$ cat src/hw/dcel_regs.svh
`ifndef DCEL_REGS_SVH
`define DCEL_REGS_SVH
`define DCEL_ADDR_W 9
`define DCEL_OFF_CTRL 9'h1F8
`define DCEL_OFF_IEN 9'h1FA
`define DCEL_OFF_FILT 9'h1FC
`define DCEL_RST_CTRL 8'h00
`define DCEL_RST_IEN 8'h00
`define DCEL_RST_FILT 8'h00
`define DCEL_CTRL_EN_1 0
`define DCEL_CTRL_MON_1 3
`define DCEL_CTRL_EN_3 4
`define DCEL_CTRL_MON_3 7
`define DCEL_CTRL_WMASK 8'h77
`define DCEL_IEN_EN_1 2
`define DCEL_IEN_PL_1 3
`define DCEL_IEN_EN_3 6
`define DCEL_IEN_PL_3 7
`define DCEL_FILT_LO_1 2
`define DCEL_FILT_LO_3 6
`define DCEL_DIV_F8 5'd7
`define DCEL_DIV_F32 5'd31
`define DCEL_MATCH_CNT 2'd3
`define DCEL_STAB_US 100
`define DCEL_CLK_MHZ 100
`define DCEL_STAB_CYC (`DCEL_STAB_US * `DCEL_CLK_MHZ)
`endif

$ cat src/hw/dcel_pkg.sv
package dcel_pkg;
    typedef enum logic [1:0] {
        FILT_NONE,
        FILT_F1,
        FILT_F8,
        FILT_F32
    } dcel_filt_type;
endpackage

$ cat src/hw/dcel_chan.sv
`timescale 1ns/1ps
`include "dcel_regs.svh"
module dcel_chan (
    input wire logic ref_clk,
    input wire logic srst,
    input wire logic cmp_level,
    input wire logic chan_irq_enable,
    input wire logic chan_both_edge_select,
    input wire logic edge_sense_bit,
    input wire logic [1:0] filt_sel,
    input wire logic tick_f8,
    input wire logic tick_f32,
    output logic request_pulse
);
    typedef struct packed {
        logic [2:0] shift;
        logic filt_lvl;
    } dcel_chan_st_type;
    dcel_chan_st_type st_q, st_d;
    logic tick, new_lvl, chg, edge_ok;
    dcel_pkg::dcel_filt_type fsel;
    // ================================
    // three-sample filter
    always_comb
    begin
        st_d = st_q;
        fsel = dcel_pkg::dcel_filt_type'(filt_sel);
        case (fsel)
            dcel_pkg::FILT_NONE: tick = 1'b1;
            dcel_pkg::FILT_F1: tick = 1'b1;
            dcel_pkg::FILT_F8: tick = tick_f8;
            dcel_pkg::FILT_F32: tick = tick_f32;
            default: tick = 1'b1;
        endcase
        new_lvl = st_q.filt_lvl;
        if (fsel == dcel_pkg::FILT_NONE)
            new_lvl = cmp_level;
        else if (tick)
        begin
            st_d.shift = {st_q.shift[1:0], cmp_level};
            if (&st_d.shift)
                new_lvl = 1'b1;
            else if (~|st_d.shift)
                new_lvl = 1'b0;
        end
        st_d.filt_lvl = new_lvl;
        chg = new_lvl != st_q.filt_lvl;
        // one edge: edge sense 0 selects falling, 1 rising
        edge_ok = chan_both_edge_select | (new_lvl == edge_sense_bit);
        request_pulse = chg & edge_ok & chan_irq_enable;
    end
    always_ff @(posedge ref_clk)
    begin
        if (srst)
            st_q <= '0;
        else
            st_q <= st_d;
    end
    filt_match_a: assert property (@(posedge ref_clk) disable iff (srst)
        (filt_sel != 2'b00 && request_pulse) |-> (st_d.shift == 3'b111 || st_d.shift == 3'b000))
        else $error("filtered request without three matching samples");
    no_req_dis_a: assert property (@(posedge ref_clk) disable iff (srst)
        !chan_irq_enable |-> !request_pulse)
        else $error("request while channel interrupt disabled");
endmodule // dcel_chan

$ cat src/hw/dcel_top.sv
// Implementation choice: strobed register access.
`timescale 1ns/1ps
`include "dcel_regs.svh"
// How it works
// - control bits 0 and 4 enable comparator one and three
// - monitor flag is one when analog above reference, zero when disabled
// - monitor flags are read only, writes ignored
// - per-channel interrupt enable gates change requests
// - polarity bit: zero one edge, one both edges
// - rewriting input enable register may set pending flag spuriously
// - two-bit filter field: none, f1, f8, f32 sampling
// - filtered request only after three matching consecutive samples
// - each qualifying result change raises a request when enabled
// - both channels independent, identical, share only addresses and the sampling prescaler
// - request drives same pending flag as external input of same index
module dcel_top (
    input wire logic ref_clk,
    input wire logic srst,
    input wire logic [8:0] reg_addr,
    input wire logic [7:0] reg_wdata,
    input wire logic reg_wr,
    input wire logic reg_rd,
    output logic [7:0] reg_rdata,
    input wire logic [1:0] cmp_above,
    input wire logic [1:0] edge_sense_bit,
    input wire logic [1:0] ext_req,
    input wire logic [1:0] pending_clear,
    output logic [1:0] pending_request_flag,
    output logic [1:0] cmp_enable
);
    // cmp_above[0] is the raw analog_in_pin > reference_in_pin result of comparator one
    typedef struct packed {
        logic [7:0] ctrl;
        logic [7:0] ien;
        logic [7:0] filt;
        logic [7:0] rdata;
        logic [1:0] pend;
        logic [4:0] div;
        logic [1:0] s1;
        logic [1:0] s2;
    } dcel_st_type;
    dcel_st_type st_q, st_d;
    logic [1:0] req;
    logic [1:0] mon;
    logic [1:0] spurious;
    logic tick_f8, tick_f32;
    // ================================
    // prescaler for sampling clocks
    assign tick_f8 = (st_q.div[2:0] == 3'(`DCEL_DIV_F8));
    assign tick_f32 = (st_q.div == `DCEL_DIV_F32);
    // ================================
    // channels
    genvar g;
    generate
        for (g = 0; g < 2; g++)
        begin : g_ch
            localparam int EN_B = g ? `DCEL_CTRL_EN_3 : `DCEL_CTRL_EN_1;
            localparam int IE_B = g ? `DCEL_IEN_EN_3 : `DCEL_IEN_EN_1;
            localparam int PL_B = g ? `DCEL_IEN_PL_3 : `DCEL_IEN_PL_1;
            localparam int FL_B = g ? `DCEL_FILT_LO_3 : `DCEL_FILT_LO_1;
            // disabled comparator reads low
            assign mon[g] = st_q.s2[g] & st_q.ctrl[EN_B];
            assign cmp_enable[g] = st_q.ctrl[EN_B];
            // write to input enable may flag a change of this channel's bits
            assign spurious[g] = reg_wr && reg_addr == `DCEL_OFF_IEN &&
                (reg_wdata[PL_B] != st_q.ien[PL_B] || reg_wdata[IE_B] != st_q.ien[IE_B]) &&
                reg_wdata[IE_B];
            dcel_chan u_chan (
                .ref_clk(ref_clk),
                .srst(srst),
                .cmp_level(mon[g]),
                .chan_irq_enable(st_q.ien[IE_B]),
                .chan_both_edge_select(st_q.ien[PL_B]),
                .edge_sense_bit(edge_sense_bit[g]),
                .filt_sel(st_q.filt[FL_B+1:FL_B]),
                .tick_f8(tick_f8),
                .tick_f32(tick_f32),
                .request_pulse(req[g])
            );
        end
    endgenerate
    // ================================
    // register file and pending flags
    always_comb
    begin
        st_d = st_q;
        st_d.s1 = cmp_above;
        st_d.s2 = st_q.s1;
        st_d.div = st_q.div + 5'd1;
        st_d.rdata = 8'h00;
        if (reg_wr)
        begin
            case (reg_addr)
                `DCEL_OFF_CTRL: st_d.ctrl = reg_wdata & `DCEL_CTRL_WMASK;
                `DCEL_OFF_IEN: st_d.ien = reg_wdata;
                `DCEL_OFF_FILT: st_d.filt = reg_wdata;
                default: st_d.ien = st_q.ien;
            endcase
        end
        if (reg_rd)
        begin
            case (reg_addr)
                `DCEL_OFF_CTRL: st_d.rdata = {mon[1], st_q.ctrl[6:4], mon[0], st_q.ctrl[2:0]};
                `DCEL_OFF_IEN: st_d.rdata = st_q.ien;
                `DCEL_OFF_FILT: st_d.rdata = st_q.filt;
                default: st_d.rdata = 8'h00;
            endcase
        end
        // set wins over clear
        st_d.pend = (st_q.pend & ~pending_clear) | req | ext_req | spurious;
    end
    always_ff @(posedge ref_clk)
    begin
        if (srst)
        begin
            st_q.ctrl <= `DCEL_RST_CTRL;
            st_q.ien <= `DCEL_RST_IEN;
            st_q.filt <= `DCEL_RST_FILT;
            st_q.rdata <= 8'h00;
            st_q.pend <= 2'b00;
            st_q.div <= 5'd0;
            st_q.s1 <= 2'b00;
            st_q.s2 <= 2'b00;
        end
        else
            st_q <= st_d;
    end
    assign reg_rdata = st_q.rdata;
    assign pending_request_flag = st_q.pend;
    // ================================
    // checks
    mon_dis_a: assert property (@(posedge ref_clk) disable iff (srst)
        (reg_rd && reg_addr == `DCEL_OFF_CTRL && !st_q.ctrl[0]) |=> !reg_rdata[3])
        else $error("monitor flag high while comparator disabled");
    mon_ro_a: assert property (@(posedge ref_clk) disable iff (srst)
        reg_wr |=> (st_q.ctrl[3] == 1'b0 && st_q.ctrl[7] == 1'b0))
        else $error("monitor bit stored from write");
    en_write_a: assert property (@(posedge ref_clk) disable iff (srst)
        (reg_wr && reg_addr == `DCEL_OFF_CTRL) |=> cmp_enable == {$past(reg_wdata[4]), $past(reg_wdata[0])})
        else $error("enable bits not taken from write");
    req_sets_a: assert property (@(posedge ref_clk) disable iff (srst)
        req[0] |=> pending_request_flag[0])
        else $error("request did not set pending flag");
    set_wins_a: assert property (@(posedge ref_clk) disable iff (srst)
        ((req[1] || ext_req[1]) && pending_clear[1]) |=> pending_request_flag[1])
        else $error("clear beat simultaneous set");
    rd_data_a: assert property (@(posedge ref_clk) disable iff (srst)
        (reg_rd && reg_addr == `DCEL_OFF_FILT) |=> reg_rdata == $past(st_q.filt))
        else $error("filter register readback wrong");
    ind_ch_a: assert property (@(posedge ref_clk) disable iff (srst)
        (!st_q.ien[`DCEL_IEN_EN_3]) |-> !req[1])
        else $error("channel three request while disabled");
    unf_resp_a: assert property (@(posedge ref_clk) disable iff (srst)
        (st_q.filt[3:2] == 2'b00 && st_q.ien[2] && st_q.ien[3] && $changed(mon[0])
         && $stable(st_q.filt) && $stable(st_q.ien)) |-> req[0])
        else $error("unfiltered change missed");
    req_c: cover property (@(posedge ref_clk) req[0]);
    req3_c: cover property (@(posedge ref_clk) req[1] && st_q.filt[7:6] == 2'b11);
    spur_c: cover property (@(posedge ref_clk) spurious[0]);
endmodule // dcel_top

$ cat config.mk
export PLATFORM = sky130hd
export DESIGN_NAME = dcel_top
export DESIGN_NICKNAME = d
export VERILOG_FILES = /design/src/hw/dcel_pkg.sv /design/src/hw/dcel_chan.sv /design/src/hw/dcel_top.sv
export VERILOG_INCLUDE_DIRS = /design/src /design/src/hw
export SDC_FILE = /design/constraint.sdc
export NUM_CORES = 1
export LEC_CHECK = 0
export BUFFER_PORTS_ARGS = -buffer_cell sky130_fd_sc_hd__buf_2
export CAP_MARGIN = 5
export CORE_MARGIN = 10
export CORE_UTILIZATION = 49
export DETAILED_ROUTE_END_ITERATION = 6
export GPL_TIMING_DRIVEN = 0
export PLACE_DENSITY = 0.75
export SLEW_MARGIN = 20
export SYNTH_ARGS = -nofsm -noshare
export SYNTH_HDL_FRONTEND = slang
export SYNTH_SLANG_ARGS = --single-unit
$ cat constraint.sdc
create_clock -name ref_clk -period 1.95 [get_ports ref_clk]
set_clock_uncertainty 0.1 [all_clocks]
set_input_delay 0.2925 -clock ref_clk [delete_from_list [all_inputs] [get_ports ref_clk]]
set_output_delay 0.2925 -clock ref_clk [all_outputs]
set_load 0.01 [all_outputs]
==> results of run 1 <==
==> worst reg2reg max path: stages, from the launching register on <==
cell and delay [ns]:
dfxtp_2 0.34, ha_4 0.16, and3_4 0.18, ha_4 0.16, mux2i_2 0.21, a2111oi_2 0.12, a211oi_2 0.21, xor2_1 0.20
o211ai_2 0.08
==> per-stage QoR <==
stage	instances	total power, W	hold slack [ns]	cell area (um2)	util
after floorplan	228	0.00105	0.314	2180	-
after global placement	320	0.00110	0.318	2440	0.565
after detailed placement	320	0.00110	0.331	2440	0.565
after CTS	330	0.00171	0.106	2590	0.598
after global routing	330	0.00176	0.109	2600	0.601
final	330	0.00170	0.110	2600	0.601
==> sequential cells by signal, indices dropped and copies added, names as in the netlist <==
name and count:
st_d 2, st_q 27, g_ch.u_chan.st_q 6, cmp_enable 2, pending_request_flag 2, reg_rdata 8
==> cells in the mapped netlist, drive strengths merged (2+ instances only) <==
cell    count  area [um2]
nand2       8        37.5
a22oi       8        60.1
nor2       43         161
xor2        2        17.5
clkbuf      8        30.0
and2        2        12.5
nand4       2        27.5
o211ai      2        20.0
nor2b       9        56.3
nand3       3        15.0
ha          3        37.5
nor3        5        36.3
mux2i      28         280
inv         5        18.8
a21oi       9        45.0
buf        14         109
nand3b      2        22.5
a31oi       3        18.8
xnor2       2        17.5
o21ai       2        10.0
mux2        7        78.8
dfxtp      47         941
==> power by group through the flow <==
| stage | Sequential, W | Combinational (W) | Clock (W) |
|---|---|---|---|
| 6_report | 0.000979 | 0.000107 | 0.000618 |
| 2_1_floorplan | 0.000998 | 0.0000481 | 0 |
| 3_3_place_gp | 0.000998 | 0.000102 | 0 |
| 5_1_grt | 0.000981 | 0.000118 | 0.000663 |
| 4_1_cts | 0.000979 | 0.000108 | 0.000626 |
| 3_5_place_dp | 0.000999 | 0.000104 | 0 |
==> cell type report <==
cell class	count	area [um2]
well taps	52	65.1
plain buffers	22	139
fillers	406	1720
inverters	5	18.8
clock inverters	1	8.76
flip-flops and latches	47	943
clock buffers	7	86.3
multi-input cells	154	1120
repair buffers	42	215
==> worst min path at each step <==
| stage | end | start | slack, ns | cells after the start |
|---|---|---|---|---|
| after global routing | st_d[0]$_SDFF_PP0_ | cmp_above[0] | 0.11 | 2 |
| after floorplan | st_q[0]$_SDFF_PP0_ | st_d[0]$_SDFF_PP0_ | 0.31 | 1 |
| after global placement | st_q[1]$_SDFF_PP0_ | st_d[1]$_SDFF_PP0_ | 0.32 | 1 |
| final | st_d[1]$_SDFF_PP0_ | cmp_above[1] | 0.11 | 2 |
| after detailed placement | st_q[0]$_SDFF_PP0_ | st_d[0]$_SDFF_PP0_ | 0.33 | 1 |
| after CTS | st_d[0]$_SDFF_PP0_ | cmp_above[0] | 0.11 | 2 |
==> kinds of logic after synthesis <==
family,after synthesis
flip-flops,47
multiplexers,35
XOR/XNOR,4
adder cells (fa/ha/maj),3
AND/OR/NAND/NOR,80
AO/OA/AOI/OAI,32
buffers and inverters,27
==> layout by cell type, fill, tap and decap left out, types with 2 or more instances in the layout <==
cell,instances
a21oi_1,9
nor3_1,4
clkbuf_1,9
mux2_2,7
nor2_1,43
clkbuf_8,6
and2_1,2
dfxtp_2,2
buf_4,15
nand3b_2,2
a22oi_1,8
a31oi_1,3
dfxtp_1,45
nand2_1,7
ha_4,2
o21ai_0,2
buf_2,40
inv_1,4
xnor2_1,2
xor2_1,2
nand3_1,3
mux2i_1,27
nor2b_1,9
==> layer usage <==
metal	share of wire	wire, um	GRT usage
met4	0.012	59	0.0442
met5	0	0	0
met1	0.43	2040	0.141
met3	0.077	364	0.0488
met2	0.48	2290	0.211
==> repair_timing <==
action / 4_1_cts / 5_1_grt
setup endpoints to repair: 1 / 2
resized for setup: 8 / 3
pin swaps: 3 / 2
buffers inserted: 2 / 0
==> results.md, run 1 <==
* Run status: completed
* Crit path capture type: flip-flop
* Synthesized-area fraction occupied by xor and xnor cells at 0.0161
* Die footprint at 0.00751 mm2
* Synth Net Count at 260
* Number of cells on the critical path at 8
* Beginning of the worst register-to-register path: st_q[4]$_SDFF_PP0_
* Longest individual stage delay on the worst path at 0.34 ns
* Number of buffers added to fix hold violations after cts at 0
* Detailed Routing Iterations Pass 1 at 4
* Clock buffer depth at 2
* Rows at 24
* Worst slew margin relative to its limit at 0.577
* Syn-to-layout area delta at 19.4%
* Detailed placer's ending HPWL at about 3.4 mm
* Worst voltage drop across the vdd grid at around 0.34 mV
* Post-synth EDFFs at 0
* Final worst-path setup slack at ~0.083 ns
* Multiplexer fraction of the synthesized cell area at 0.165
* DR WL/cell at approximately 14 um
* Cell with the most instances on the worst path: ha_4
* Clock root cell: clkbuf_8
* Number of clock sinks at 47
* Arr. time, crit path at 1.95 ns
* Num ports at 41
* Simple-Gate Fraction of Synth Area at 0.197
* Clock tree from TritonCTS: built
* Synthesized netlist cell count at 228
* Die outline height at roughly 87 um
* Slew at the pin with the worst max-slew slack at 0.630 ns
* Via density per instance at 5.26
* Gp weighted congestion at between 0.7 and 0.8
* Number of nets in the layout at between 300 and 400
* Maximum fanout encountered on the critical timing path at 2
* Die width at 86.7 um
* Mean instance size in the synthesized netlist at 9.55 um2
* Worst hold-check path type: in -> reg
* Crit start category: flip-flop
* Max-cap viol count at 0
* DRC violation total after the first TritonRoute iteration at 71
* DRC violations left at 0
* Warnings, synthesis at 0
* Sum of routed wire length over all layers at 4.75 mm
* Unrepaired setup endpoints after global routing: no
* Top delay family on crit path: compound AO/OA/AOI/OAI gates
* Switching portion of total power at 0.230
* Reg-to-reg slack, setup at 0.08 ns
* Total clock buffers created by CTS at 5
* Clock network power share at 0.362
* Series of cell instances along the critical path: ha_4 > and3_4 > ha_4 > mux2i_2 > a2111oi_2 > a211oi_2 > xor2_1 > o211ai_2
* Net switching power at 0.000391 W
* Setup violations, final at 0
* Timing endpoint of the critical path: pending_request_flag[1]$_SDFF_PP0_
* Antenna-violating nets left at 0
* Worst endpoint required time at 2.04 ns
* Area fraction in compound gates after synthesis at 0.100
* Logic depth of the worst register-to-register path at 8
* Core Footprint at roughly 0.0043 mm2
* Maximum number of pins on one net before global-route repair at 15
* Int Power at 0.00131 W
* Largest family of logic cells by synthesized area: simple AND/OR/NAND/NOR gates
* Antenna Diode Count at 0
* R2r endpoint: pending_request_flag[1]$_SDFF_PP0_
* Share of the yosys chip area belonging to registers at 0.432
* Effective utilization at floorplan at 0.503
* Final global-route overflow total at 0
* Total routing resource utilization after global routing at 0.125
* Worst-case setup slack after placement at -0.101 ns
* Accumulated negative setup slack at 0 ns
* Sequential Power Share at 0.575
* Startpoint of the worst setup timing path: st_q[4]$_SDFF_PP0_
* Port bufs at 40
* Part of the total power dissipated in combinational logic at 0.063
* Synth async-reset ratio at 0
* Type of the worst setup path: reg -> reg
* Power density over the cells at 655 mW/mm2
* Fin. Hold Viols at 0
* Cell with the biggest individual delay on the critical path: dfxtp_2
* Synth Register Bits at 47
* Clock latency of the later-clocked register in the worst-skew pair at 0.30 ns
* Initial antenna violation count at 0
* Clock transition time at the flip-flop clock pins of the worst setup and hold paths at around 0.090 ns
* Arithmetic-cell share of the synthesized area counting full adders, half adders and majority gates at 0.0172
* Buffers & Inverters on Critical Path at 0
* Overall via count from detail_route at 1735
* Final Slew Violations at 0
* Time the final worst path needs with I/O delays and setup at 1.87 ns
* Static power due to leakage at 1.15 nW
* First-pass GRT wire length at between 7 and 8 mm
* CTS H-tree depth at 2
* Achievable clock frequency at between 0.5 and 0.6 GHz
* Final clock period utilization by the worst path at 0.957
* Post-synthesis instance area at 0.00218 mm2
* Count of cell types in the netlist at 42
* Share of final-layout standard cells stronger than drive strength 1 at 0.313
* Via count of the first global-routing pass at roughly 1700
* Synth Flop Type: dfxtp_1
(Power assumes the default switching activity.)
==> run 2, diff against run 1 <==
CORE_UTILIZATION = 59   (was 49)
PLACE_DENSITY = 0.84   (was 0.75)
clock period = 2.3 ns   (was 1.95 ns; I/O delays follow)
==> results.md, run 2 (synthesized netlist as in run 1, its figures left out) <==
* Run status: completed
* Detailed Routing Iterations Pass 1 at 4 (unchanged)
* Worst hold-check path type: in -> reg
* DR WL/cell at 14.3 um (-0.44%)
* Max-cap viol count at 0 (unchanged)
* Highest-count cells in the layout ignoring fill and taps: dfxtp_1 (47), nor2_1 (43), buf_2 (40)
* Maximum fanout encountered on the critical timing path at 3 (+1)
* # resized after CTS at 0 (-8)
* Number of buffers added to fix hold violations after cts at 0 (unchanged)
* Crit path capture type: flip-flop
* Startpoint of the worst setup timing path: st_q[4]$_SDFF_PP0_
* Crit start category: flip-flop
* Worst endpoint required time at 2.37 ns (+0.33 ns)
* Fill cell count at 265 (-35%)
* Final worst-path setup slack at 0.221 ns (+0.138 ns)
* Clock transition time at the flip-flop clock pins of the worst setup and hold paths at 0.08 ns (about the same)
* CTS H-tree depth at 2 (unchanged)
* Final clock period utilization by the worst path at 0.904 (-0.0534)
* Port bufs at 40 (unchanged)
* Beginning of the worst register-to-register path: st_q[4]$_SDFF_PP0_
* Core Footprint at 0.00361 mm2 (-17%)
* Maximum number of pins on one net before global-route repair at 15 (unchanged)
* First-pass GRT wire length at 7.78 mm (+1.4%)
* Via density per instance at 5.34 (+1.6%)
* Total clock buffers created by CTS at 5 (unchanged)
* Via count of the first global-routing pass at 1745 (+4.6%)
* Antenna Diode Count at 0 (unchanged)
* Clock latency of the later-clocked register in the worst-skew pair at 0.30 ns (about the same)
* Total routing resource utilization after global routing at 0.148 (+0.0227)
* Hold_sp: cmp_above[0]
* Number of cells after detailed placement at 316 (-1.3%)
* Worst voltage drop across the vdd grid at 0.426 mV (+24%)
* Final global-route overflow total at 0 (unchanged)
* Arr. time, crit path at 2.15 ns (+0.20 ns)
* Clock tree from TritonCTS: built
* Tightest hold margin at 0.157 ns (+0.0473 ns)
* Largest register FFs at 27 (unchanged)
* Worst slew margin relative to its limit at 0.577 (about the same)
* Share of final-layout standard cells stronger than drive strength 1 at 0.283 (-0.0303)
* Final Slew Violations at 0 (unchanged)
* Die footprint at 0.00652 mm2 (-13%)
* Achievable clock frequency at 0.481 GHz (-10%)
* Static power due to leakage at 1.15 nW (+0.45%)
* Type of the worst setup path: reg -> reg
* Sum of routed wire length over all layers at 4.65 mm (-2.3%)
* DRC violation total after the first TritonRoute iteration at 170 (+140%)
* Total power at 0.00153 W (-10%)
* Unrepaired setup endpoints after global routing: no
* Power density over the cells at 599 mW/mm2 (-8.6%)
* Effective utilization at floorplan at 0.604 (+0.100)
* Accumulated negative setup slack at 0 ns (unchanged)
* Worst-case setup slack after placement at 0.221 ns (+0.323 ns)
* Largest reg by FF count: st_q
* Initial antenna violation count at 0 (unchanged)
* Num ports at 41 (unchanged)
* Gp weighted congestion at 0.783 (+5.6%)
* Syn-to-layout area delta at 17.4%
* Overall via count from detail_route at 1731 (-0.23%)
* Clock root cell: clkbuf_8
* Number of clock sinks at 47 (unchanged)
* Final standard cell count with taps included and fillers excluded at 324 (-1.8%)
* Fin. Hold Viols at 0 (unchanged)
* Number of nets in the layout at 307 (-0.65%)
* Clock buffer depth at 2 (unchanged)
* Slew at the pin with the worst max-slew slack at 0.629 ns (-0.000673 ns)
* Time the final worst path needs with I/O delays and setup at 2.08 ns (+0.212 ns)
* Die outline height at 80.7 um (-6.8%)
* DRC violations left at 0 (unchanged)
* Rows at 22 (-8.3%)
* Leading cell type in the layout, fill and taps excluded: dfxtp_1
* Setup violations, final at 0 (unchanged)
* Detailed placer's ending HPWL at 3.40 mm (-0.26%)
* Antenna-violating nets left at 0 (unchanged)
* Buffers inserted during post-CTS setup optimization at 0 (-2)
* Die width at 80.7 um (-6.8%)
==> run 2: changes by cell type in the layout (fill, tap and decap cells not counted), sizes merged <==
cell    change
clkbuf      -1
buf         -2
bufinv      +1
==> run 2: cell type report <==
type,count,area (um2),share of cell area
tap,48,60.1,0.0235
sequential,47,941,0.368
inverter,5,18.8,0.00735
timing repair buffer,40,200,0.0784
multi-input combinational,154,1080,0.422
buffer,22,139,0.0544
clock buffer,6,82.6,0.0323
clock inverter,2,35.0,0.0137
==> run 2: report_power, final <==
group / internal (W) / total [W] / switching [W]
registers: 0.000823 / 0.000828 / 0.00000457
clock network: 0.000352 / 0.000615 / 0.000263
logic: 0.0000395 / 0.0000874 / 0.0000478
total: 0.00121 / 0.00153 / 0.000316
==> run 2: critical path, stage by stage, from the launching register on <==
cell	delay, ns
dfxtp_1	0.33
ha_1	0.21
and3_1	0.18
ha_1	0.20
mux2i_1	0.20
a2111oi_0	0.13
a211oi_1	0.28
xor2_1	0.23
o211ai_2	0.10
==> run 2: worst paths after layout <==
check                                                           to  slack (ns)  cells after the start
worst min register to register                  st_q[1]$_SDFF_PP0_        0.35                      1
worst max register to register  pending_request_flag[1]$_SDFF_PP0_        0.22                      8
worst min-delay path                            st_d[0]$_SDFF_PP0_        0.16                      2
worst max-delay path            pending_request_flag[1]$_SDFF_PP0_        0.22                      8
==> run 2: layer usage <==
layer,wire [um],global-route usage
met5,0,0
met4,80,0.0675
met3,302,0.0386
met2,2240,0.251
met1,2020,0.172
==> run 2: through the flow <==
step | cell area (um2) | util
2_1_floorplan | 2180 | -
3_3_place_gp | 2440 | 0.676
3_5_place_dp | 2440 | 0.676
4_1_cts | 2550 | 0.709
5_1_grt | 2550 | 0.709
6_report | 2550 | 0.709
==> run 3, diff against run 2 <==
GPL_TIMING_DRIVEN = unset   (was 0)
PLACE_DENSITY = 0.83   (was 0.84)
SYNTH_HIERARCHICAL = 1   (was unset)
==> results.md, run 3 <==
* Accumulated negative setup slack at 0 ns (unchanged)
* Sum of routed wire length over all layers at 4.60 mm (-1.1%)
* Clock tree from TritonCTS: built
* Final standard cell count with taps included and fillers excluded at 317 (-2.2%)
* Worst slew margin relative to its limit at 0.656 (+0.0787)
* Gp weighted congestion at 0.810 (+3.5%)
* Post-synth EDFFs at 0 (unchanged)
* Num ports at 41 (unchanged)
* Highest-count cells in the layout ignoring fill and taps: dfxtp_1 (47), buf_2 (40), nand2b_1 (32), mux2i_1 (32), nor2_1 (15)
* Core Footprint at 0.00374 mm2 (+3.8%)
* Antenna Diode Count at 0 (unchanged)
* Synth async-reset ratio at 0 (unchanged)
* Total clock buffers created by CTS at 5 (unchanged)
* Count of cell types in the netlist at 36 (-14%)
* Overall via count from detail_route at 1710 (-1.2%)
* Worst hold-check path type: in -> reg
* Number of clock sinks at 47 (unchanged)
* Number of nets in the layout at 300 (-2.3%)
* Reg-to-reg slack, setup at 0.12 ns (-0.10 ns)
* Worst endpoint required time at 2.39 ns (+0.02 ns)
* Clock buffer depth at 2 (unchanged)
* Crit path capture type: flip-flop
* Via count of the first global-routing pass at 1702 (-2.5%)
* Effective utilization at floorplan at 0.625 (+0.0209)
* Clock latency of the later-clocked register in the worst-skew pair at 0.30 ns (about the same)
* Fin. Hold Viols at 0 (unchanged)
* Placed inst area at 0.00245 mm2 (+0.36%)
* Number of cells after detailed placement at 309 (-2.2%)
* Crit start category: flip-flop
* DRC violations left at 0 (unchanged)
* Type of the worst setup path: reg -> reg
* Die footprint at 0.00688 mm2 (+5.5%)
* Leading cell type in the layout, fill and taps excluded: dfxtp_1
* Area fraction in compound gates after synthesis at 0.116 (+0.0156)
* Final standard cell area without fillers at 0.00255 mm2 (about the same)
* Clock transition time at the flip-flop clock pins of the worst setup and hold paths at 0.08 ns (about the same)
* Share of final-layout standard cells stronger than drive strength 1 at 0.216 (-0.0670)
* Achievable clock frequency at 0.459 GHz (-4.6%)
* First-pass GRT wire length at 7.71 mm (-0.80%)
* Worst voltage drop across the vdd grid at 0.450 mV (+5.5%)
* Static power due to leakage at 1.11 nW (-3.5%)
* Most common library cells after synthesis: dfxtp_1 (47), mux2i_1 (34), nand2b_1 (32), nor2_1 (15), buf_4 (13)
* Fill cell count at 310 (+17%)
* Maximum number of pins on one net before global-route repair at 36 (+21)
* Power density over the cells at 567 mW/mm2 (-5.3%)
* Antenna-violating nets left at 0 (unchanged)
* Mean instance size in the synthesized netlist at 9.66 um2 (+1.2%)
* Cell with the most instances after synthesis: dfxtp_1
* Final clock period utilization by the worst path at 0.948 (+0.0436)
* Run status: completed
* Largest reg by FF count: st_q
* Multiplexer fraction of the synthesized cell area at 0.146 (-0.0194)
* Warnings, synthesis at 6 (+6)
* Share of the yosys chip area belonging to registers at 0.402 (-0.0298)
* Rows at 22 (unchanged)
* Unrepaired setup endpoints after global routing: no
* Synth Register Bits at 47 (unchanged)
* Dominant cell type by area after synthesis: dfxtp_1
* Time the final worst path needs with I/O delays and setup at 2.18 ns (+0.100 ns)
* DRC violation total after the first TritonRoute iteration at 130 (-24%)
* Post-synthesis instance area at 0.00234 mm2 (+7.4%)
* Arithmetic-cell share of the synthesized area counting full adders, half adders and majority gates at 0.0161 (-0.00119)
* Post-route core utilization at 0.682 (-0.0267)
* Via density per instance at 5.39 (+0.97%)
* Final Slew Violations at 0 (unchanged)
* Synthesized netlist cell count at 242 (+6.1%)
* CTS H-tree depth at 2 (unchanged)
* Synth Flop Type: dfxtp_1
* Die outline height at 83.0 um (+2.7%)
* Max-cap viol count at 0 (unchanged)
* Total routing resource utilization after global routing at 0.130 (-0.0181)
* Setup violations, final at 0 (unchanged)
* Largest family of logic cells by synthesized area: simple AND/OR/NAND/NOR gates
* Synth Net Count at 274 (+5.4%)
* Buffers inserted during post-CTS setup optimization at 0 (unchanged)
* Simple-Gate Fraction of Synth Area at 0.222 (+0.0244)
* Leading post-synthesis cells by cell area: dfxtp_1 (40%), mux2i_1 (15%), nand2b_1 (8.6%), buf_4 (4.2%), nor2b_1 (2.9%)
* Port bufs at 40 (unchanged)
* Die width at 83.0 um (+2.7%)
* Synthesized-area fraction occupied by xor and xnor cells at 0.0112 (-0.00486)
* Largest register FFs at 27 (unchanged)
* Final global-route overflow total at 0 (unchanged)
* Maximum fanout encountered on the critical timing path at 4 (+1)
* DR WL/cell at 14.5 um (+1.1%)
* Top cell type's share of synthesized area at 0.402 (-0.0298)
* Initial antenna violation count at 0 (unchanged)
* Detailed placer's ending HPWL at 3.44 mm (+0.95%)
* Arr. time, crit path at 2.27 ns (+0.12 ns)
* Clock root cell: clkbuf_8
* Detailed Routing Iterations Pass 1 at 4 (unchanged)
* Syn-to-layout area delta at 9.15%
* Slew at the pin with the worst max-slew slack at 0.516 ns (-0.113 ns)
[run 3: path summary, 6_finish.rpt]
check,startpoint,cells past startpoint,to
setup / recovery,st_q[4]$_SDFF_PP0_,9,pending_request_flag[0]$_SDFF_PP0_
hold / removal,cmp_above[1],2,st_d[1]$_SDFF_PP0_
setup reg to reg,st_q[4]$_SDFF_PP0_,9,pending_request_flag[0]$_SDFF_PP0_
hold reg to reg,st_d[0]$_SDFF_PP0_,1,st_q[0]$_SDFF_PP0_
[run 3: per-layer routing]
metal | share of wire | track usage | up-vias | wire length [um]
li1 | - | - | 878 | -
met1 | 0.48 | 0.161 | 776 | 2220
met2 | 0.45 | 0.207 | 51 | 2090
met3 | 0.051 | 0.0439 | 5 | 235
met4 | 0.012 | 0.0369 | 0 | 57
met5 | 0 | 0 | - | 0
[run 3: stage by stage]
step	power [W]	hold WS, ns	setup slack (ns)
after detailed placement	0.000945	0.329	0.133
after CTS	0.00146	0.145	0.112
after global placement	0.000942	0.317	0.224
after global routing	0.00151	0.152	0.00795
after floorplan	0.000908	0.314	0.327
final	0.00145	0.155	0.121
[run 3: worst max-delay path, cell delays in order, from the launching register on]
cell       delay (ns)
dfxtp_1          0.34
ha_1             0.22
and3_1           0.19
ha_1             0.23
mux2i_2          0.25
nand3_1          0.13
a31oi_2          0.22
o22ai_1          0.09
a211oi_1         0.22
o2bb2ai_1        0.09
[run 3: power breakdown]
part           internal (W)  total (W)  leakage [nW]  switching, W
logic             0.0000491  0.0000972         0.683     0.0000481
registers          0.000823   0.000829         0.381    0.00000544
clock network      0.000245   0.000521        0.0474      0.000276
total               0.00112    0.00145          1.11      0.000330
[run 3: cells by family after synthesis]
family	Yosys count
xor+xnor	3
simple gates	86
compound gates	36
mux	34
buf+inv	33
fa+ha+maj	3
flops	47
[run 3: cell type report]
type,instances,area (um2),area share
multi-input combinational,162,1200,0.470
sequential,47,941,0.369
timing repair buffer,42,215,0.0843
clock buffer,6,82.6,0.0324
tap,48,60.1,0.0235
inverter,10,37.5,0.0147
clock inverter,2,16.3,0.00637
[run 3: what timing repair did]
| action | in CTS | in global routing |
|---|---|---|
| hold buffers | 0 | 0 |
| setup endpoints to repair | 0 | 1 |
| resized for setup | 0 | 2 |
